[config.mk]
export PLATFORM = sky130hd
export DESIGN_NAME = bsf_flash_host
export DESIGN_NICKNAME = d
export VERILOG_FILES = /design/src/rtl/bsf_flash_host.v
export VERILOG_INCLUDE_DIRS = /design/src /design/src/include
export SDC_FILE = /design/constraint.sdc
export NUM_CORES = 1
export LEC_CHECK = 0
export ABC_AREA = 1
export BUFFER_PORTS_ARGS = -buffer_cell sky130_fd_sc_hd__buf_2
export CAP_MARGIN = 40
export CORE_MARGIN = 2
export CORE_UTILIZATION = 60
export CTS_CLUSTER_DIAMETER = 60
export DETAILED_ROUTE_END_ITERATION = 8
export PLACE_DENSITY_LB_ADDON = 0.15
export SKIP_LAST_GASP = 1
export SYNTH_ARGS = -nofsm -noshare
export SYNTH_HDL_FRONTEND = slang
export SYNTH_SLANG_ARGS = --single-unit
[constraint.sdc]
create_clock -name core_clk -period 3.6 [get_ports core_clk]
set_input_delay 0.54 -clock core_clk [delete_from_list [all_inputs] [get_ports core_clk]]
set_output_delay 0.54 -clock core_clk [all_outputs]
set_load 0.02 [all_outputs]
[src/include/bsf_consts.vh]
// Constants for the boot sector flash host controller: offsets, fields, resets and timing.
`ifndef BSF_CONSTS_VH
`define BSF_CONSTS_VH
// Byte offsets of the controller's own registers.
`define BSF_OFS_CTRL 5'h00
`define BSF_OFS_ADDR 5'h04
`define BSF_OFS_WDATA 5'h08
`define BSF_OFS_STATUS 5'h0c
// Operation codes in the control register.
`define BSF_OP_READ 2'h0
`define BSF_OP_WRITE 2'h1
`define BSF_OP_POLL 2'h2
`define BSF_OP_RESET 2'h3
// Field positions.
`define BSF_CTRL_GO 2
`define BSF_STAT_BUSY 0
`define BSF_STAT_DONE 1
`define BSF_STAT_TMO 2
`define BSF_STAT_TOG 3
// Reset values.
`define BSF_ADDR_RST 17'h00000
`define BSF_DATA_RST 8'h00
// Flash geometry.
`define BSF_ARRAY_BYTES 131072
`define BSF_ADDR_W 17
// Timing in nanoseconds and the derived cycle counts.
`define BSF_CLK_NS 100
`define BSF_ACC_NS 90
`define BSF_WP_NS 100
`define BSF_RCV_NS 100
`define BSF_RST_NS 500
`define BSF_ACC_CYC ((`BSF_ACC_NS + `BSF_CLK_NS - 1) / `BSF_CLK_NS)
`define BSF_WP_CYC ((`BSF_WP_NS + `BSF_CLK_NS - 1) / `BSF_CLK_NS)
`define BSF_RCV_CYC ((`BSF_RCV_NS + `BSF_CLK_NS - 1) / `BSF_CLK_NS)
`define BSF_RST_CYC ((`BSF_RST_NS + `BSF_CLK_NS - 1) / `BSF_CLK_NS)
`define BSF_SYNC_CYC 2
`define BSF_POLL_LIMIT 16'hffff
`endif

[src/rtl/bsf_flash_host.v]
// Host controller that drives a byte-wide boot sector NOR flash from AXI4-Lite registers.
// Function
// - Three active-low controls, never contend data lines.
// - Commands are plain write cycles to flash.
// - Bypass mode programs with two writes, not four.
// - Busy reads show inverted bit7, toggling bit6.
// - Host may deselect the device for standby.
`timescale 1ns/100ps
`default_nettype none
`include "bsf_consts.vh"
module bsf_flash_host #(
  parameter [15:0] POLL_LIMIT = `BSF_POLL_LIMIT
) (
  // Clock and reset.
  input wire core_clk,
  input wire resetn,
  // AXI4-Lite write address channel.
  input wire [4:0] s_axi_awaddr,
  input wire s_axi_awvalid,
  output reg s_axi_awready,
  // AXI4-Lite write data channel.
  input wire [31:0] s_axi_wdata,
  input wire [3:0] s_axi_wstrb,
  input wire s_axi_wvalid,
  output reg s_axi_wready,
  // AXI4-Lite write response channel.
  output reg [1:0] s_axi_bresp,
  output reg s_axi_bvalid,
  input wire s_axi_bready,
  // AXI4-Lite read address channel.
  input wire [4:0] s_axi_araddr,
  input wire s_axi_arvalid,
  output reg s_axi_arready,
  // AXI4-Lite read data channel.
  output reg [31:0] s_axi_rdata,
  output reg [1:0] s_axi_rresp,
  output reg s_axi_rvalid,
  input wire s_axi_rready,
  // Flash bus pins.
  output reg [16:0] flashAddr,
  input wire [7:0] byteDataLinesIn,
  output reg [7:0] byteDataLinesOut,
  output reg byteDataLinesOe,
  output reg flashCeN,
  output reg flashWeN,
  output reg flashOeN,
  output reg flashResetN
);

  // Cycle counts derived from the nanosecond figures.
  // The integer forms are cut to the counter width on purpose.
  localparam integer ACC_I = `BSF_ACC_CYC;
  localparam integer WP_I = `BSF_WP_CYC;
  localparam integer RCV_I = `BSF_RCV_CYC;
  localparam integer RST_I = `BSF_RST_CYC;
  localparam integer SYNC_I = `BSF_SYNC_CYC;
  localparam [7:0] ACC_CYC = ACC_I[7:0];
  localparam [7:0] WP_CYC = WP_I[7:0];
  localparam [7:0] RCV_CYC = RCV_I[7:0];
  localparam [7:0] RST_CYC = RST_I[7:0];
  localparam [7:0] SYNC_CYC = SYNC_I[7:0];
  // Bus sequencer states.
  localparam [2:0] ST_IDLE = 3'h0;
  localparam [2:0] ST_WSET = 3'h1;
  localparam [2:0] ST_WPUL = 3'h2;
  localparam [2:0] ST_RDWT = 3'h3;
  localparam [2:0] ST_RECV = 3'h4;
  localparam [2:0] ST_RSTL = 3'h5;
  localparam [2:0] ST_RSTR = 3'h6;

  // Register index decode, shared by the read and write paths.
  function [2:0] regSel;
    input [4:0] ofs;
    begin
      case (ofs)
        `BSF_OFS_CTRL: regSel = 3'h1;
        `BSF_OFS_ADDR: regSel = 3'h2;
        `BSF_OFS_WDATA: regSel = 3'h3;
        `BSF_OFS_STATUS: regSel = 3'h4;
        default: regSel = 3'h0;
      endcase
    end
  endfunction

  // Byte lane merge under the write strobes.
  function [31:0] laneMerge;
    input [31:0] old;
    input [31:0] nw;
    input [3:0] strb;
    integer i;
    begin
      laneMerge = old;
      for (i = 0; i < 4; i = i + 1)
        if (strb[i])
          laneMerge[i*8 +: 8] = nw[i*8 +: 8];
    end
  endfunction

  // Write channel holding state; address and data may arrive in either order.
  reg awHave_q;
  reg wHave_q;
  reg [4:0] awAddr_q;
  reg [31:0] wData_q;
  reg [3:0] wStrb_q;
  // Software visible registers.
  reg [1:0] op_q;
  reg [16:0] addr_q;
  reg [7:0] wByte_q;
  reg busy_q;
  reg done_q;
  reg tmo_q;
  reg tog_q;
  reg [7:0] rdByte_q;
  // Sequencer internals.
  reg [2:0] state_q;
  reg [7:0] cnt_q;
  reg pollSecond_q;
  reg [15:0] pollCnt_q;
  reg finish_q;
  // Data pin synchroniser; only the second stage is read by logic.
  reg [7:0] syncA_q;
  reg [7:0] syncB_q;

  // Combinational decode of the write in flight.
  wire wrFire = awHave_q && wHave_q && !s_axi_bvalid;
  wire [2:0] wrSel = regSel(awAddr_q);
  wire [31:0] ctrlMerged = laneMerge({29'h0, 1'b0, op_q}, wData_q, wStrb_q);
  wire goWrite = wrFire && (wrSel == 3'h1) && ctrlMerged[`BSF_CTRL_GO] && !busy_q;
  wire doneClear = wrFire && (wrSel == 3'h4) && wStrb_q[0] && wData_q[`BSF_STAT_DONE];
  wire [31:0] statusWord = {16'h0, rdByte_q, 4'h0, tog_q, tmo_q, done_q, busy_q};
  // Strobe-merged images of the address and data registers.
  wire [31:0] addrMerged = laneMerge({15'h0, addr_q}, wData_q, wStrb_q);
  wire [31:0] byteMerged = laneMerge({24'h0, wByte_q}, wData_q, wStrb_q);

  // Two flops on the data pins, since the flash drives them without our clock.
  always @(posedge core_clk or negedge resetn)
  begin
    if (!resetn)
    begin
      syncA_q <= 8'h00;
      syncB_q <= 8'h00;
    end
    else
    begin
      syncA_q <= byteDataLinesIn;
      syncB_q <= syncA_q;
    end
  end

  // AXI write channels: accept each half once, answer after both are held.
  always @(posedge core_clk or negedge resetn)
  begin
    if (!resetn)
    begin
      awHave_q <= 1'b0;
      wHave_q <= 1'b0;
      awAddr_q <= 5'h00;
      wData_q <= 32'h00000000;
      wStrb_q <= 4'h0;
      s_axi_awready <= 1'b0;
      s_axi_wready <= 1'b0;
      s_axi_bvalid <= 1'b0;
      s_axi_bresp <= 2'h0;
    end
    else
    begin
      // Ready is raised only while the slot is empty, so one write is held at a time.
      s_axi_awready <= !awHave_q && !(s_axi_awvalid && s_axi_awready);
      s_axi_wready <= !wHave_q && !(s_axi_wvalid && s_axi_wready);
      if (s_axi_awvalid && s_axi_awready)
      begin
        awHave_q <= 1'b1;
        awAddr_q <= s_axi_awaddr;
      end
      if (s_axi_wvalid && s_axi_wready)
      begin
        wHave_q <= 1'b1;
        wData_q <= s_axi_wdata;
        wStrb_q <= s_axi_wstrb;
      end
      if (wrFire)
      begin
        // Unmapped offsets answer SLVERR and change nothing.
        awHave_q <= 1'b0;
        wHave_q <= 1'b0;
        s_axi_bvalid <= 1'b1;
        s_axi_bresp <= (wrSel == 3'h0) ? 2'h2 : 2'h0;
      end
      else if (s_axi_bvalid && s_axi_bready)
        s_axi_bvalid <= 1'b0;
    end
  end

  // AXI read channel: answer in the cycle after the address is taken.
  always @(posedge core_clk or negedge resetn)
  begin
    if (!resetn)
    begin
      s_axi_arready <= 1'b0;
      s_axi_rvalid <= 1'b0;
      s_axi_rdata <= 32'h00000000;
      s_axi_rresp <= 2'h0;
    end
    else
    begin
      s_axi_arready <= !s_axi_rvalid && !(s_axi_arvalid && s_axi_arready);
      if (s_axi_arvalid && s_axi_arready)
      begin
        s_axi_rvalid <= 1'b1;
        s_axi_rresp <= 2'h0;
        case (regSel(s_axi_araddr))
          3'h1: s_axi_rdata <= {30'h0, op_q};
          3'h2: s_axi_rdata <= {15'h0, addr_q};
          3'h3: s_axi_rdata <= {24'h0, wByte_q};
          3'h4: s_axi_rdata <= statusWord;
          default:
          begin
            s_axi_rdata <= 32'h00000000;
            s_axi_rresp <= 2'h2;
          end
        endcase
      end
      else if (s_axi_rvalid && s_axi_rready)
        s_axi_rvalid <= 1'b0;
    end
  end

  // Configuration registers; they are frozen while an operation runs.
  always @(posedge core_clk or negedge resetn)
  begin
    if (!resetn)
    begin
      op_q <= `BSF_OP_READ;
      addr_q <= `BSF_ADDR_RST;
      wByte_q <= `BSF_DATA_RST;
    end
    else if (wrFire && !busy_q)
    begin
      if (wrSel == 3'h1)
        op_q <= ctrlMerged[1:0];
      if (wrSel == 3'h2)
        addr_q <= addrMerged[16:0];
      if (wrSel == 3'h3)
        wByte_q <= byteMerged[7:0];
    end
  end

  // Done flag: the sequencer's set wins over a software clear in the same cycle.
  always @(posedge core_clk or negedge resetn)
  begin
    if (!resetn)
      done_q <= 1'b0;
    else if (finish_q)
      done_q <= 1'b1;
    else if (doneClear || goWrite)
      done_q <= 1'b0;
  end

  // Flash bus sequencer: one bus cycle per command write, reads and polling loops.
  always @(posedge core_clk or negedge resetn)
  begin
    if (!resetn)
    begin
      state_q <= ST_IDLE;
      cnt_q <= 8'h00;
      busy_q <= 1'b0;
      finish_q <= 1'b0;
      tmo_q <= 1'b0;
      rdByte_q <= 8'h00;
      pollSecond_q <= 1'b0;
      pollCnt_q <= 16'h0000;
      flashAddr <= 17'h00000;
      byteDataLinesOut <= 8'h00;
      byteDataLinesOe <= 1'b0;
      flashCeN <= 1'b1;
      flashWeN <= 1'b1;
      flashOeN <= 1'b1;
      flashResetN <= 1'b1;
    end
    else
    begin
      finish_q <= 1'b0;
      case (state_q)
        ST_IDLE:
        begin
          // Idle leaves the chip deselected, which is its standby state.
          flashCeN <= 1'b1;
          byteDataLinesOe <= 1'b0;
          if (goWrite)
          begin
            busy_q <= 1'b1;
            tmo_q <= 1'b0;
            pollSecond_q <= 1'b0;
            pollCnt_q <= 16'h0000;
            // A new address each access also wakes the chip from sleep.
            flashAddr <= addr_q;
            case (ctrlMerged[1:0])
              `BSF_OP_WRITE:
              begin
                // Data is driven before the strobe and only with the outputs gated off.
                // Each write is one bus cycle, so bypass two-write programs need nothing more.
                flashCeN <= 1'b0;
                flashOeN <= 1'b1;
                byteDataLinesOut <= wByte_q;
                byteDataLinesOe <= 1'b1;
                state_q <= ST_WSET;
              end
              `BSF_OP_RESET:
              begin
                // Pulse the reset pin to abort any embedded operation.
                flashResetN <= 1'b0;
                cnt_q <= RST_CYC;
                state_q <= ST_RSTL;
              end
              default:
              begin
                flashCeN <= 1'b0;
                flashOeN <= 1'b0;
                cnt_q <= ACC_CYC + SYNC_CYC;
                state_q <= ST_RDWT;
              end
            endcase
          end
        end
        ST_WSET:
        begin
          // Lower the write strobe; the flash latches address and data when it rises again.
          flashWeN <= 1'b0;
          cnt_q <= WP_CYC;
          state_q <= ST_WPUL;
        end
        ST_WPUL:
        begin
          if (cnt_q <= 8'h01)
          begin
            flashWeN <= 1'b1;
            cnt_q <= RCV_CYC;
            state_q <= ST_RECV;
          end
          else
            cnt_q <= cnt_q - 8'h01;
        end
        ST_RDWT:
        begin
          // Wait access time plus the synchroniser delay before sampling.
          if (cnt_q <= 8'h01)
          begin
            rdByte_q <= syncB_q;
            flashOeN <= 1'b1;
            flashCeN <= 1'b1;
            cnt_q <= RCV_CYC;
            state_q <= ST_RECV;
          end
          else
            cnt_q <= cnt_q - 8'h01;
        end
        ST_RECV:
        begin
          // Recovery keeps data driven through hold, then releases the lines.
          if (cnt_q > 8'h01)
            cnt_q <= cnt_q - 8'h01;
          else if (op_q == `BSF_OP_POLL && (!pollSecond_q || (tog_q && pollCnt_q != POLL_LIMIT)))
          begin
            // Keep reading while bit 6 still toggles between reads.
            pollSecond_q <= 1'b1;
            pollCnt_q <= pollCnt_q + 16'h0001;
            flashCeN <= 1'b0;
            flashOeN <= 1'b0;
            cnt_q <= ACC_CYC + SYNC_CYC;
            state_q <= ST_RDWT;
          end
          else
          begin
            // A stable toggle bit means the device is back in read mode.
            tmo_q <= (op_q == `BSF_OP_POLL) && tog_q;
            byteDataLinesOe <= 1'b0;
            flashCeN <= 1'b1;
            busy_q <= 1'b0;
            finish_q <= 1'b1;
            state_q <= ST_IDLE;
          end
        end
        ST_RSTL:
        begin
          if (cnt_q <= 8'h01)
          begin
            flashResetN <= 1'b1;
            cnt_q <= RST_CYC;
            state_q <= ST_RSTR;
          end
          else
            cnt_q <= cnt_q - 8'h01;
        end
        ST_RSTR:
        begin
          if (cnt_q <= 8'h01)
          begin
            busy_q <= 1'b0;
            finish_q <= 1'b1;
            state_q <= ST_IDLE;
          end
          else
            cnt_q <= cnt_q - 8'h01;
        end
        default:
          state_q <= ST_IDLE;
      endcase
    end
  end

  // Toggle detector: compare bit 6 of each new poll read with the one before.
  reg [7:0] prevByte_q;
  always @(posedge core_clk or negedge resetn)
  begin
    if (!resetn)
    begin
      prevByte_q <= 8'h00;
      tog_q <= 1'b0;
    end
    else if (state_q == ST_RDWT && cnt_q <= 8'h01)
    begin
      prevByte_q <= syncB_q;
      tog_q <= pollSecond_q && (prevByte_q[6] != syncB_q[6]);
    end
    else if (goWrite)
      tog_q <= 1'b0;
  end

endmodule // bsf_flash_host
`default_nettype wire

==> impl_metrics.xml, run 1 <==
<?xml version="1.0" encoding="UTF-8"?>
<metrics>
  <group name="grt">
    <metric name="grt_pass1_wl" unit="um">27700</metric>
    <metric name="vias_in_the_first_global_route" unit="">5783</metric>
    <metric name="grt.overflow.total" unit="">0</metric>
    <metric name="initial_antenna_violation_count" unit="">0</metric>
    <metric name="grt_usage" unit="">0.266</metric>
    <metric name="pin_count_of_the_biggest_net_entering_global_routing" unit="">78</metric>
  </group>
  <group name="finish">
    <metric name="net_total_in_the_final_layout" unit="">1023</metric>
    <metric name="n_antenna_cell" unit="">0</metric>
    <metric name="post_route_cells_drive_above_1_share" unit="">0.186</metric>
    <metric name="area_delta_synth_final" unit="%">16.5</metric>
  </group>
  <group name="detailed_routing">
    <metric name="first_iter_violations" unit="">523</metric>
    <metric name="drtAntennaViolNets" unit="">0</metric>
    <metric name="routed_wl" unit="um">16200</metric>
    <metric name="drc" unit="">0</metric>
    <metric name="vias" unit="">5991</metric>
    <metric name="vias_per_cell" unit="">5.26</metric>
    <metric name="detailedRoute.firstPassIterationCount" unit="">8</metric>
    <metric name="routedWlPerCell" unit="um">14.2</metric>
  </group>
  <group name="synthesis">
    <metric name="yosys.area.top_type" unit="">sky130_fd_sc_hd__dfrtp_1</metric>
    <metric name="synth.yosys.warnings" unit="">0</metric>
    <metric name="synth_seq_cells" unit="">165</metric>
    <metric name="mappedNetlistArea" unit="sq um">7460</metric>
    <metric name="synth_area_leaders" unit="">sky130_fd_sc_hd__dfrtp_1, sky130_fd_sc_hd__nand2_1, sky130_fd_sc_hd__o21ai_0, sky130_fd_sc_hd__inv_1, sky130_fd_sc_hd__nor2_1</metric>
    <metric name="post_synth_num_cell_types" unit="">41</metric>
    <metric name="post_synth_inst_count" unit="">858</metric>
    <metric name="avg_synthesized_cell_area" unit="sq um">8.70</metric>
    <metric name="synthDominantCellAreaShare" unit="">0.540</metric>
    <metric name="ys_seq_area_frac" unit="">0.554</metric>
  </group>
  <group name="clock_tree">
    <metric name="ctsLongestPathBuffers" unit="">2</metric>
    <metric name="cts_tree" unit="">yes</metric>
    <metric name="cts.hold.buffers_added" unit="">0</metric>
    <metric name="htree_levels" unit="">4</metric>
    <metric name="worst_skew_pair.late_latency" unit="ns">0.44</metric>
    <metric name="cts_setup_buffers" unit="">0</metric>
    <metric name="tritoncts_num_sinks" unit="">165</metric>
    <metric name="cts_inserted_buffers" unit="">17</metric>
    <metric name="worst_setup_hold_path_clk_slew" unit="ns">0.07</metric>
    <metric name="clockRootBuffer" unit="">sky130_fd_sc_hd__clkbuf_16</metric>
    <metric name="total_of_cells_resized_after_clock_tree_synthesis" unit="">0</metric>
  </group>
  <group name="placement">
    <metric name="port_buffers" unit="">98</metric>
    <metric name="routabilityCongestion" unit="">0.876</metric>
    <metric name="pre_cts_slack" unit="ns">1.27</metric>
    <metric name="dp_hpwl" unit="um">11200</metric>
  </group>
  <group name="die">
    <metric name="floorplan.core_area" unit="sq um">12100</metric>
    <metric name="start_util" unit="">0.619</metric>
    <metric name="die_height" unit="um">116</metric>
    <metric name="design.die.area" unit="sq um">13300</metric>
    <metric name="width_of_the_chip" unit="um">116</metric>
    <metric name="ports" unit="">132</metric>
    <metric name="row_count" unit="">40</metric>
  </group>
  <group name="sta">
    <metric name="report.final.slew_viol_count" unit="">0</metric>
    <metric name="timing_worst_slew_pin_value" unit="ns">0.843</metric>
    <metric name="final.period_utilization" unit="">0.649</metric>
    <metric name="setup-violations-final" unit="">0</metric>
    <metric name="timing_hold_violations_final" unit="">0</metric>
    <metric name="tns" unit="ns">0</metric>
    <metric name="setup_repair_after_global_routing_missed_its_margin" unit="">no</metric>
    <metric name="worst_clock_skew" unit="ns">0.00763</metric>
    <metric name="final_period_minus_worst_setup_slack" unit="ns">2.33</metric>
    <metric name="setup_ws" unit="ns">1.27</metric>
    <metric name="maxSlewHeadroom" unit="">0.435</metric>
    <metric name="fmax" unit="MHz">428</metric>
  </group>
  <group name="power_and_ir_drop">
    <metric name="power_leakage" unit="nW">4.45</metric>
    <metric name="power.density_cell_area" unit="nW/um^2">749</metric>
    <metric name="clock_network_fraction_of_total_power" unit="">0.310</metric>
    <metric name="netSwitchingPower" unit="W">0.00246</metric>
    <metric name="combinationalPowerShare" unit="">0.301</metric>
    <metric name="power.internal" unit="W">0.00405</metric>
    <metric name="irDropWorstVdd" unit="uV">532</metric>
    <metric name="sequentialPowerShare" unit="">0.389</metric>
    <metric name="power.share.switching" unit="">0.378</metric>
  </group>
  <group name="critical_path">
    <metric name="worst-r2r-cell-count" unit="">9</metric>
    <metric name="setup.reg_to_reg.worst_slack" unit="ns">1.27</metric>
    <metric name="critPathCapture" unit="">rdByte_q[7]$_DFFE_PN0P_</metric>
    <metric name="worst-setup-path-type" unit="">register to register</metric>
    <metric name="arrival" unit="ns">2.64</metric>
    <metric name="r2r-start" unit="">cnt_q[0]$_DFFE_PN0P_</metric>
    <metric name="cp_slowest_cell" unit="">sky130_fd_sc_hd__dfrtp_1</metric>
    <metric name="required" unit="ns">3.91</metric>
    <metric name="worst_setup_path_end_kind" unit="">register</metric>
    <metric name="critPathLaunch" unit="">cnt_q[0]$_DFFE_PN0P_</metric>
    <metric name="rr_endpoint" unit="">rdByte_q[7]$_DFFE_PN0P_</metric>
    <metric name="cp.depth" unit="">9</metric>
    <metric name="critPathMostFrequentCell" unit="">sky130_fd_sc_hd__nor2_1</metric>
    <metric name="cp-start-kind" unit="">register</metric>
    <metric name="cpLargestDelayFamily" unit="">simple AND/OR/NAND/NOR gates</metric>
    <metric name="cp.buffers_inverters" unit="">2</metric>
    <metric name="cp_slowest_stage_delay" unit="ns">0.40</metric>
    <metric name="path_max_fanout" unit="">18</metric>
    <metric name="worstPathCellList" unit="">inv_1 &gt; ha_1 &gt; nor2_1 &gt; nor2_1 &gt; nand3_1 &gt; inv_1 &gt; nand3_2 &gt; nor2_1 &gt; a21oi_1</metric>
  </group>
  <group name="run">
    <metric name="max-cap-violations" unit="">0</metric>
  </group>
  <group name="run_status">
    <metric name="run_status" unit="">completed</metric>
  </group>
  <group name="worst_hold_path">
    <metric name="hold_crit_class" unit="">primary input to async pin</metric>
  </group>
</metrics>
-- state kept, by name, indices dropped and copies added, names as in the netlist, 16 cells and up --
name / count
pollCnt_q: 16
wData_q: 17
flashAddr: 17
addr_q: 17
s_axi_rdata: 17
-- placed cells by master (no fill, tap or decap), drive strengths merged, types with 3 or more instances in the layout --
cell | netlist | layout
nor4 | 4 | 4
dfrtp | 161 | 161
buf | 30 | 106
conb | 1 | 17
clkinv | 3 | 5
nand3 | 44 | 44
o31ai | 5 | 5
nand2 | 280 | 280
o22ai | 12 | 12
nor2 | 70 | 70
inv | 88 | 97
dfstp | 4 | 4
a21oi | 16 | 16
nand4 | 4 | 4
clkbuf | 10 | 17
bufinv | 0 | 4
nor3 | 6 | 6
ha | 3 | 3
xor2 | 10 | 10
o21ai | 93 | 93
xnor2 | 8 | 8
-- area by class of cell --
class,count,area (sq um)
flip-flops and latches,165,4130
fillers,889,3370
multi-input cells,578,2790
well taps,168,210
inverters,91,343
clock inverters,15,234
repair buffers,106,557
clock buffers,17,425
-- cells in the mapped netlist --
cell and count:
sky130_fd_sc_hd__nand2_1 271, sky130_fd_sc_hd__dfrtp_1 161, sky130_fd_sc_hd__inv_1 82, sky130_fd_sc_hd__o21ai_0 70, sky130_fd_sc_hd__nor2_1 64, sky130_fd_sc_hd__nand3_1 39
sky130_fd_sc_hd__buf_4 18, sky130_fd_sc_hd__a21oi_1 15, sky130_fd_sc_hd__o21ai_1 15, sky130_fd_sc_hd__o22ai_1 12, sky130_fd_sc_hd__clkbuf_1 10, sky130_fd_sc_hd__xor2_1 10
sky130_fd_sc_hd__buf_2 8, sky130_fd_sc_hd__xnor2_1 8, sky130_fd_sc_hd__o21ai_2 7, sky130_fd_sc_hd__inv_2 6, sky130_fd_sc_hd__nand2_4 5, sky130_fd_sc_hd__nand3_2 5
sky130_fd_sc_hd__o31ai_1 5, sky130_fd_sc_hd__buf_6 4, sky130_fd_sc_hd__dfstp_2 4, sky130_fd_sc_hd__nand2_2 4, sky130_fd_sc_hd__nor3_1 4, sky130_fd_sc_hd__nor4_1 4
sky130_fd_sc_hd__ha_1 3, sky130_fd_sc_hd__nand4_1 3, sky130_fd_sc_hd__nor2_4 3, sky130_fd_sc_hd__a221oi_1 2, sky130_fd_sc_hd__clkinv_1 2, sky130_fd_sc_hd__nor2_8 2
sky130_fd_sc_hd__nor3b_1 2, sky130_fd_sc_hd__a21boi_0 1, sky130_fd_sc_hd__a21oi_4 1, sky130_fd_sc_hd__clkinv_2 1, sky130_fd_sc_hd__conb_1 1, sky130_fd_sc_hd__nand4_4 1
sky130_fd_sc_hd__nor2_2 1, sky130_fd_sc_hd__nor3_2 1, sky130_fd_sc_hd__nor3_4 1, sky130_fd_sc_hd__o21ai_4 1, sky130_fd_sc_hd__or2_1 1
-- cell families after synthesis --
logic type,after synthesis,synth area share
flops,165,0.554
simple gates,411,0.241
buf+inv,131,0.0805
fa+ha+maj,3,0.00503
xor+xnor,18,0.0211
compound gates,129,0.0981
other cells,1,0.000503
-- how the worst min path moves through the flow --
stage | start | to | slack (ns) | cells after the start
final | resetn | s_axi_rvalid$_DFFE_PN0P_ | 0.1 | 1
after floorplan | resetn | addr_q[0]$_DFFE_PN0P_ | 0.24 | 0
after CTS | resetn | s_axi_arready$_DFF_PN0_ | 0.15 | 1
after global routing | resetn | s_axi_arready$_DFF_PN0_ | 0.17 | 1
after detailed placement | syncA_q[2]$_DFF_PN0_ | syncB_q[2]$_DFF_PN0_ | 0.33 | 0
after global placement | syncA_q[2]$_DFF_PN0_ | syncB_q[2]$_DFF_PN0_ | 0.33 | 0
-- per-stage QoR --
step / total power [W] / hold slack [ns] / std cells / util / area [sq um]
2_1_floorplan: 0.00403 / 0.244 / 874 / - / 7520
6_report: 0.00651 / 0.0975 / 1140 / 0.721 / 8690
3_3_place_gp: 0.00440 / 0.334 / 1108 / 0.666 / 8030
4_1_cts: 0.00652 / 0.147 / 1140 / 0.721 / 8690
5_1_grt: 0.00693 / 0.167 / 1140 / 0.721 / 8690
3_5_place_dp: 0.00448 / 0.335 / 1108 / 0.666 / 8030
-- power groups by stage --
stage | logic (W) | registers (W) | clock network (W)
floorplan | 0.00149 | 0.00255 | 0
global placement | 0.00186 | 0.00254 | 0
detailed placement | 0.00192 | 0.00255 | 0
CTS | 0.00196 | 0.00253 | 0.00203
global route | 0.00223 | 0.00258 | 0.00212
finish | 0.00196 | 0.00253 | 0.00202
-- metal layers --
| layer | up-vias | track usage | wire (um) |
|---|---|---|---|
| met1 | 2854 | 0.369 | 7370 |
| met2 | 210 | 0.412 | 7590 |
| met5 | - | 0 | 0 |
| met3 | 28 | 0.0565 | 960 |
| li1 | 2899 | - | - |
| met4 | 0 | 0.112 | 300 |
No activity file was read; power rests on OpenSTA's default activity.
==> run 2: changes to the inputs <==
--- a/config.mk
+++ b/config.mk
@@ -10,7 +10,7 @@
 export BUFFER_PORTS_ARGS = -buffer_cell sky130_fd_sc_hd__buf_2
 export CAP_MARGIN = 40
 export CORE_MARGIN = 2
-export CORE_UTILIZATION = 60
+export CORE_UTILIZATION = 51
 export CTS_CLUSTER_DIAMETER = 60
 export DETAILED_ROUTE_END_ITERATION = 8
 export PLACE_DENSITY_LB_ADDON = 0.15
==> constraint.sdc (replaced) <==
create_clock -name core_clk -period 2.05 [get_ports core_clk]
set_input_delay 0.3075 -clock core_clk [delete_from_list [all_inputs] [get_ports core_clk]]
set_output_delay 0.3075 -clock core_clk [all_outputs]
set_load 0.02 [all_outputs]
==> impl_metrics.xml, run 2 (synthesized netlist as in run 1, its figures left out) <==
<?xml version="1.0" encoding="UTF-8"?>
<metrics>
  <group name="run_status">
    <metric name="run_status" unit="">completed</metric>
  </group>
  <group name="die">
    <metric name="ports" unit="">132</metric>
    <metric name="row_count" unit="">44</metric>
    <metric name="floorplan.core_area" unit="sq um">14400</metric>
    <metric name="width_of_the_chip" unit="um">125</metric>
    <metric name="die_height" unit="um">125</metric>
    <metric name="start_util" unit="">0.517</metric>
    <metric name="design.die.area" unit="sq um">15600</metric>
  </group>
  <group name="detailed_routing">
    <metric name="vias" unit="">5803</metric>
    <metric name="routedWlPerCell" unit="um">13.4</metric>
    <metric name="vias_per_cell" unit="">4.91</metric>
    <metric name="drc" unit="">0</metric>
    <metric name="detailedRoute.firstPassIterationCount" unit="">4</metric>
    <metric name="drtAntennaViolNets" unit="">0</metric>
    <metric name="routed_wl" unit="um">15800</metric>
    <metric name="first_iter_violations" unit="">332</metric>
  </group>
  <group name="clock_tree">
    <metric name="htree_levels" unit="">4</metric>
    <metric name="cts_setup_buffers" unit="">0</metric>
    <metric name="ctsLongestPathBuffers" unit="">2</metric>
    <metric name="tritoncts_num_sinks" unit="">165</metric>
    <metric name="cts_tree" unit="">yes</metric>
    <metric name="clockRootBuffer" unit="">sky130_fd_sc_hd__clkbuf_16</metric>
    <metric name="worst_skew_pair.late_latency" unit="ns">0.42</metric>
    <metric name="worst_setup_hold_path_clk_slew" unit="ns">0.07</metric>
    <metric name="cts_inserted_buffers" unit="">17</metric>
  </group>
  <group name="critical_path">
    <metric name="worstPathCellList" unit="">nand2_1 &gt; o21ai_0 &gt; nor2_1 &gt; nand2_2 &gt; nand2_2 &gt; a21oi_4 &gt; nand2_4 &gt; nand2_1 &gt; nand2_1</metric>
    <metric name="cp_slowest_stage_delay" unit="ns">0.51</metric>
    <metric name="required" unit="ns">2.36</metric>
    <metric name="worst-setup-path-type" unit="">register to register</metric>
    <metric name="cp.buffers_inverters" unit="">0</metric>
    <metric name="cpLargestDelayFamily" unit="">simple AND/OR/NAND/NOR gates</metric>
    <metric name="cp_slowest_cell" unit="">sky130_fd_sc_hd__dfrtp_1</metric>
    <metric name="worst_setup_path_end_kind" unit="">register</metric>
    <metric name="path_max_fanout" unit="">9</metric>
    <metric name="critPathMostFrequentCell" unit="">sky130_fd_sc_hd__nand2_1</metric>
    <metric name="cp-start-kind" unit="">register</metric>
    <metric name="arrival" unit="ns">2.14</metric>
  </group>
  <group name="finish">
    <metric name="n_antenna_cell" unit="">0</metric>
    <metric name="post_route_cells_drive_above_1_share" unit="">0.199</metric>
    <metric name="fin_cells" unit="">1182</metric>
    <metric name="layout_commonest_cell" unit="">sky130_fd_sc_hd__nand2_1</metric>
    <metric name="area_delta_synth_final" unit="%">19.4</metric>
    <metric name="mostFrequentLayoutCells" unit="">sky130_fd_sc_hd__nand2_1, sky130_fd_sc_hd__dfrtp_1, sky130_fd_sc_hd__buf_2</metric>
    <metric name="finish.utilization" unit="">0.618</metric>
    <metric name="net_total_in_the_final_layout" unit="">1049</metric>
  </group>
  <group name="grt">
    <metric name="initial_antenna_violation_count" unit="">0</metric>
    <metric name="grt.overflow.total" unit="">0</metric>
    <metric name="grt_pass1_wl" unit="um">26600</metric>
    <metric name="vias_in_the_first_global_route" unit="">5462</metric>
    <metric name="pin_count_of_the_biggest_net_entering_global_routing" unit="">50</metric>
    <metric name="grt_usage" unit="">0.211</metric>
  </group>
  <group name="power_and_ir_drop">
    <metric name="irDropWorstVdd" unit="uV">690</metric>
    <metric name="power" unit="W">0.0113</metric>
    <metric name="power.density_cell_area" unit="nW/um^2">1270</metric>
    <metric name="power_leakage" unit="nW">4.55</metric>
  </group>
  <group name="sta">
    <metric name="timing_worst_slew_pin_value" unit="ns">0.667</metric>
    <metric name="setup_repair_after_global_routing_missed_its_margin" unit="">no</metric>
    <metric name="worst_clock_skew" unit="ns">0.00700</metric>
    <metric name="timing_hold_violations_final" unit="">0</metric>
    <metric name="report.final.slew_viol_count" unit="">0</metric>
    <metric name="tns" unit="ns">0</metric>
    <metric name="maxSlewHeadroom" unit="">0.551</metric>
    <metric name="final.period_utilization" unit="">0.893</metric>
    <metric name="fmax" unit="MHz">546</metric>
    <metric name="setup-violations-final" unit="">0</metric>
    <metric name="final_period_minus_worst_setup_slack" unit="ns">1.83</metric>
    <metric name="fin_worst_hold_slack" unit="ns">0.0536</metric>
  </group>
  <group name="placement">
    <metric name="routabilityCongestion" unit="">0.933</metric>
    <metric name="dp_hpwl" unit="um">11300</metric>
    <metric name="number_of_cells_after_detailed_placement" unit="">1141</metric>
    <metric name="port_buffers" unit="">98</metric>
  </group>
  <group name="worst_hold_path">
    <metric name="hold_crit_class" unit="">primary input to register</metric>
  </group>
  <group name="run">
    <metric name="max-cap-violations" unit="">0</metric>
  </group>
</metrics>
==> run 2: cell types whose count changed in the layout (fill, tap and decap cells not counted) <==
cell	delta
sky130_fd_sc_hd__nand3_1	-1
sky130_fd_sc_hd__dlygate4sd3_1	+9
sky130_fd_sc_hd__clkinv_4	+2
sky130_fd_sc_hd__buf_12	+2
sky130_fd_sc_hd__nand3_2	+1
sky130_fd_sc_hd__clkinv_2	+2
sky130_fd_sc_hd__bufinv_16	-2
sky130_fd_sc_hd__clkbuf_8	+1
sky130_fd_sc_hd__buf_4	+15
sky130_fd_sc_hd__clkinvlp_4	+1
sky130_fd_sc_hd__inv_6	-2
sky130_fd_sc_hd__inv_8	-2
==> run 2: repair_timing <==
action,in CTS,in global routing
gates resized for setup,0,1
endpoints found under the hold margin,53,0
endpoints found under the setup margin,0,10
hold buffers,9,0
==> run 2: worst paths after layout <==
| path | startpoint | cells after the start | slack [ns] | endpoint |
|---|---|---|---|---|
| worst min-delay path | s_axi_rready | 2 | 0.05 | s_axi_rvalid$_DFFE_PN0P_ |
| worst max register to register | wStrb_q[0]$_DFFE_PN0P_ | 9 | 0.22 | cnt_q[3]$_DFFE_PN0P_ |
| max in group asynchronous | resetn | 3 | 1.02 | pollCnt_q[8]$_DFFE_PN0P_ |
| worst max-delay path | wStrb_q[0]$_DFFE_PN0P_ | 9 | 0.22 | cnt_q[3]$_DFFE_PN0P_ |
| worst min register to register | syncA_q[2]$_DFF_PN0_ | 0 | 0.35 | syncB_q[2]$_DFF_PN0_ |
| min in group asynchronous | resetn | 2 | 0.38 | wData_q[10]$_DFFE_PN0P_ |
==> run 2: metrics by stage <==
stage | setup slack, ns | area [sq um]
after global placement | 0.213 | 8200
after detailed placement | 0.181 | 8200
after global routing | 0.0228 | 8910
after floorplan | 0.349 | 7520
after CTS | 0.177 | 8900
final | 0.218 | 8910
==> run 2: power breakdown <==
group,total [W],leakage (nW),switching [W],internal [W]
registers,0.00443,2.15,0.000462,0.00396
logic,0.00364,2.10,0.00243,0.00121
clock network,0.00322,0.298,0.00136,0.00186
==> run 2: layout make-up <==
class,count,area [sq um]
well taps,184,230
inverters,91,343
fillers,1280,5520
multi-input cells,578,2790
repair buffers,132,800
clock inverters,14,169
clock buffers,18,439
flip-flops and latches,165,4130
==> run 2: worst register-to-register path: cells and delay by family (launching register included) <==
kind | cells | cell delay (ns)
and+or+nand+nor | 7 | 0.78
DFF | 1 | 0.51
AOI/OAI and AO/OA | 2 | 0.43
==> run 2: routing by layer <==
metal / track usage / vias to the layer above / routed length [um]
li1: - / 2950 / -
met1: 0.306 / 2690 / 7780
met2: 0.325 / 143 / 7130
met3: 0.0398 / 20 / 668
met4: 0.0725 / 0 / 245
met5: 0 / - / 0
==> run 3: changes to the inputs <==
--- a/config.mk
+++ b/config.mk
@@ -10,10 +10,11 @@
 export BUFFER_PORTS_ARGS = -buffer_cell sky130_fd_sc_hd__buf_2
 export CAP_MARGIN = 40
 export CORE_MARGIN = 2
-export CORE_UTILIZATION = 51
+export CORE_UTILIZATION = 52
+export CTS_BUF_LIST = sky130_fd_sc_hd__clkbuf_4
 export CTS_CLUSTER_DIAMETER = 60
 export DETAILED_ROUTE_END_ITERATION = 8
-export PLACE_DENSITY_LB_ADDON = 0.15
+export PLACE_DENSITY = 0.8
 export SKIP_LAST_GASP = 1
 export SYNTH_ARGS = -nofsm -noshare
 export SYNTH_HDL_FRONTEND = slang
==> impl_metrics.xml, run 3 (synthesized netlist as in run 1, its figures left out) <==
<?xml version="1.0" encoding="UTF-8"?>
<metrics>
  <group name="sta">
    <metric name="final.period_utilization" unit="">0.943</metric>
    <metric name="worst_clock_skew" unit="ns">0.0196</metric>
    <metric name="setup_repair_after_global_routing_missed_its_margin" unit="">yes</metric>
    <metric name="fin_worst_hold_slack" unit="ns">0.0301</metric>
    <metric name="setup-violations-final" unit="">0</metric>
    <metric name="maxSlewHeadroom" unit="">0.613</metric>
    <metric name="tns" unit="ns">0</metric>
    <metric name="setup_ws" unit="ns">0.116</metric>
    <metric name="timing_hold_violations_final" unit="">0</metric>
    <metric name="final_period_minus_worst_setup_slack" unit="ns">1.93</metric>
    <metric name="timing_worst_slew_pin_value" unit="ns">0.575</metric>
    <metric name="report.final.slew_viol_count" unit="">0</metric>
    <metric name="fmax" unit="MHz">517</metric>
  </group>
  <group name="clock_tree">
    <metric name="worst_setup_hold_path_clk_slew" unit="ns">0.13</metric>
    <metric name="ctsLongestPathBuffers" unit="">2</metric>
    <metric name="worst_skew_pair.late_latency" unit="ns">0.59</metric>
    <metric name="clockRootBuffer" unit="">sky130_fd_sc_hd__clkbuf_4</metric>
    <metric name="htree_levels" unit="">4</metric>
    <metric name="tritoncts_num_sinks" unit="">165</metric>
    <metric name="cts_tree" unit="">yes</metric>
    <metric name="cts_inserted_buffers" unit="">17</metric>
  </group>
  <group name="finish">
    <metric name="ff_latch_area" unit="sq um">4130</metric>
    <metric name="post_route_cells_drive_above_1_share" unit="">0.190</metric>
    <metric name="layout_commonest_cell" unit="">sky130_fd_sc_hd__nand2_1</metric>
    <metric name="multi_input_comb_area" unit="sq um">2820</metric>
    <metric name="fill_cells" unit="">1181</metric>
    <metric name="final_design_area_no_fill" unit="sq um">8800</metric>
    <metric name="n_antenna_cell" unit="">0</metric>
    <metric name="net_total_in_the_final_layout" unit="">1074</metric>
    <metric name="mostFrequentLayoutCells" unit="">sky130_fd_sc_hd__nand2_1, sky130_fd_sc_hd__dfrtp_1, sky130_fd_sc_hd__buf_2</metric>
    <metric name="area_delta_synth_final" unit="%">18.0</metric>
    <metric name="fin_cells" unit="">1203</metric>
  </group>
  <group name="grt">
    <metric name="grt_pass1_wl" unit="um">27100</metric>
    <metric name="initial_antenna_violation_count" unit="">0</metric>
    <metric name="pin_count_of_the_biggest_net_entering_global_routing" unit="">64</metric>
    <metric name="grt.overflow.total" unit="">0</metric>
    <metric name="grt_usage" unit="">0.228</metric>
    <metric name="vias_in_the_first_global_route" unit="">5691</metric>
  </group>
  <group name="detailed_routing">
    <metric name="vias_per_cell" unit="">5.07</metric>
    <metric name="drc" unit="">0</metric>
    <metric name="routedWlPerCell" unit="um">13.6</metric>
    <metric name="detailedRoute.firstPassIterationCount" unit="">8</metric>
    <metric name="drtAntennaViolNets" unit="">0</metric>
    <metric name="vias" unit="">6102</metric>
    <metric name="first_iter_violations" unit="">371</metric>
    <metric name="routed_wl" unit="um">16400</metric>
  </group>
  <group name="die">
    <metric name="ports" unit="">132</metric>
    <metric name="start_util" unit="">0.536</metric>
    <metric name="design.die.area" unit="sq um">15300</metric>
    <metric name="die_height" unit="um">124</metric>
    <metric name="row_count" unit="">43</metric>
    <metric name="width_of_the_chip" unit="um">124</metric>
    <metric name="floorplan.core_area" unit="sq um">13900</metric>
  </group>
  <group name="placement">
    <metric name="number_of_cells_after_detailed_placement" unit="">1132</metric>
    <metric name="dpl-instance-area" unit="sq um">8160</metric>
    <metric name="routabilityCongestion" unit="">0.885</metric>
    <metric name="dp_hpwl" unit="um">11600</metric>
    <metric name="port_buffers" unit="">98</metric>
    <metric name="pre_cts_slack" unit="ns">-0.125</metric>
  </group>
  <group name="critical_path">
    <metric name="worst-setup-path-type" unit="">register to register</metric>
    <metric name="setup.reg_to_reg.worst_slack" unit="ns">0.12</metric>
    <metric name="worst-r2r-cell-count" unit="">9</metric>
    <metric name="rr_endpoint" unit="">tog_q$_DFFE_PN0P_</metric>
    <metric name="r2r-start" unit="">cnt_q[0]$_DFFE_PN0P_</metric>
    <metric name="worst_setup_path_end_kind" unit="">register</metric>
    <metric name="required" unit="ns">2.52</metric>
    <metric name="arrival" unit="ns">2.40</metric>
    <metric name="cp-start-kind" unit="">register</metric>
    <metric name="path_max_fanout" unit="">18</metric>
  </group>
  <group name="run_status">
    <metric name="run_status" unit="">completed</metric>
  </group>
  <group name="run">
    <metric name="max-cap-violations" unit="">0</metric>
  </group>
  <group name="worst_hold_path">
    <metric name="holdPathEnd" unit="">awAddr_q[1]$_DFFE_PN0P_</metric>
    <metric name="hold_crit_class" unit="">primary input to register</metric>
    <metric name="hold_start" unit="">s_axi_awvalid</metric>
    <metric name="timing.hold.worst_path_depth" unit="">4</metric>
  </group>
  <group name="power_and_ir_drop">
    <metric name="irDropWorstVdd" unit="uV">802</metric>
    <metric name="power.density_cell_area" unit="nW/um^2">1110</metric>
    <metric name="power_leakage" unit="nW">4.48</metric>
  </group>
</metrics>
## run 3: worst max-delay path: stages, from the launching register on
cell	delay (ns)
sky130_fd_sc_hd__dfrtp_1	0.42
sky130_fd_sc_hd__inv_1	0.10
sky130_fd_sc_hd__ha_1	0.22
sky130_fd_sc_hd__nor2_1	0.06
sky130_fd_sc_hd__nor2_1	0.21
sky130_fd_sc_hd__nand3_4	0.18
sky130_fd_sc_hd__inv_1	0.18
sky130_fd_sc_hd__nand3_4	0.21
sky130_fd_sc_hd__nand3_1	0.17
sky130_fd_sc_hd__o31ai_2	0.08
## run 3: where the power goes
part	switching (W)	internal (W)	total [W]
Combinational	0.00247	0.00122	0.00370
Clock	0.00113	0.000517	0.00164
Sequential	0.000480	0.00395	0.00443
Total	0.00408	0.00569	0.00977
## run 3: area by class of cell
type,count,share of cell area
inverters,91,0.0389
clock inverters,12,0.00896
repair buffers,156,0.119
clock buffers,20,0.0171
well taps,180,0.0256
multi-input cells,579,0.321
flip-flops and latches,165,0.470
## run 3: stage by stage
| step | power, W | util |
|---|---|---|
| floorplan | 0.00708 | - |
| CTS | 0.00972 | 0.629 |
| detailed placement | 0.00800 | 0.586 |
| finish | 0.00977 | 0.632 |
| global route | 0.0105 | 0.632 |
| global placement | 0.00787 | 0.586 |
## run 3: how the worst max path moves through the flow
stage,startpoint,end,cells past startpoint
global route,cnt_q[0]$_DFFE_PN0P_,tog_q$_DFFE_PN0P_,9
finish,cnt_q[0]$_DFFE_PN0P_,tog_q$_DFFE_PN0P_,9
CTS,cnt_q[0]$_DFFE_PN0P_,tog_q$_DFFE_PN0P_,8
global placement,cnt_q[0]$_DFFE_PN0P_,tog_q$_DFFE_PN0P_,9
floorplan,cnt_q[0]$_DFFE_PN0P_,pollCnt_q[5]$_DFFE_PN0P_,11
detailed placement,cnt_q[0]$_DFFE_PN0P_,tog_q$_DFFE_PN0P_,8
## run 3: timing repair
action                                 4_1_cts  5_1_grt
cloned                                       0        1
resized for setup                            2        2
hold buffers                                36        0
setup endpoints to repair                   13       45
buffers inserted                             0        2
pin swaps                                    0        3
endpoints found under the hold margin       78        0
## run 3: layer usage
layer | vias to the layer above | routed length, um | global-route usage
li1 | 2996 | - | -
met4 | 0 | 369 | 0.0952
met5 | - | 0 | 0
met3 | 30 | 863 | 0.0426
met1 | 2891 | 7520 | 0.314
met2 | 185 | 7660 | 0.359
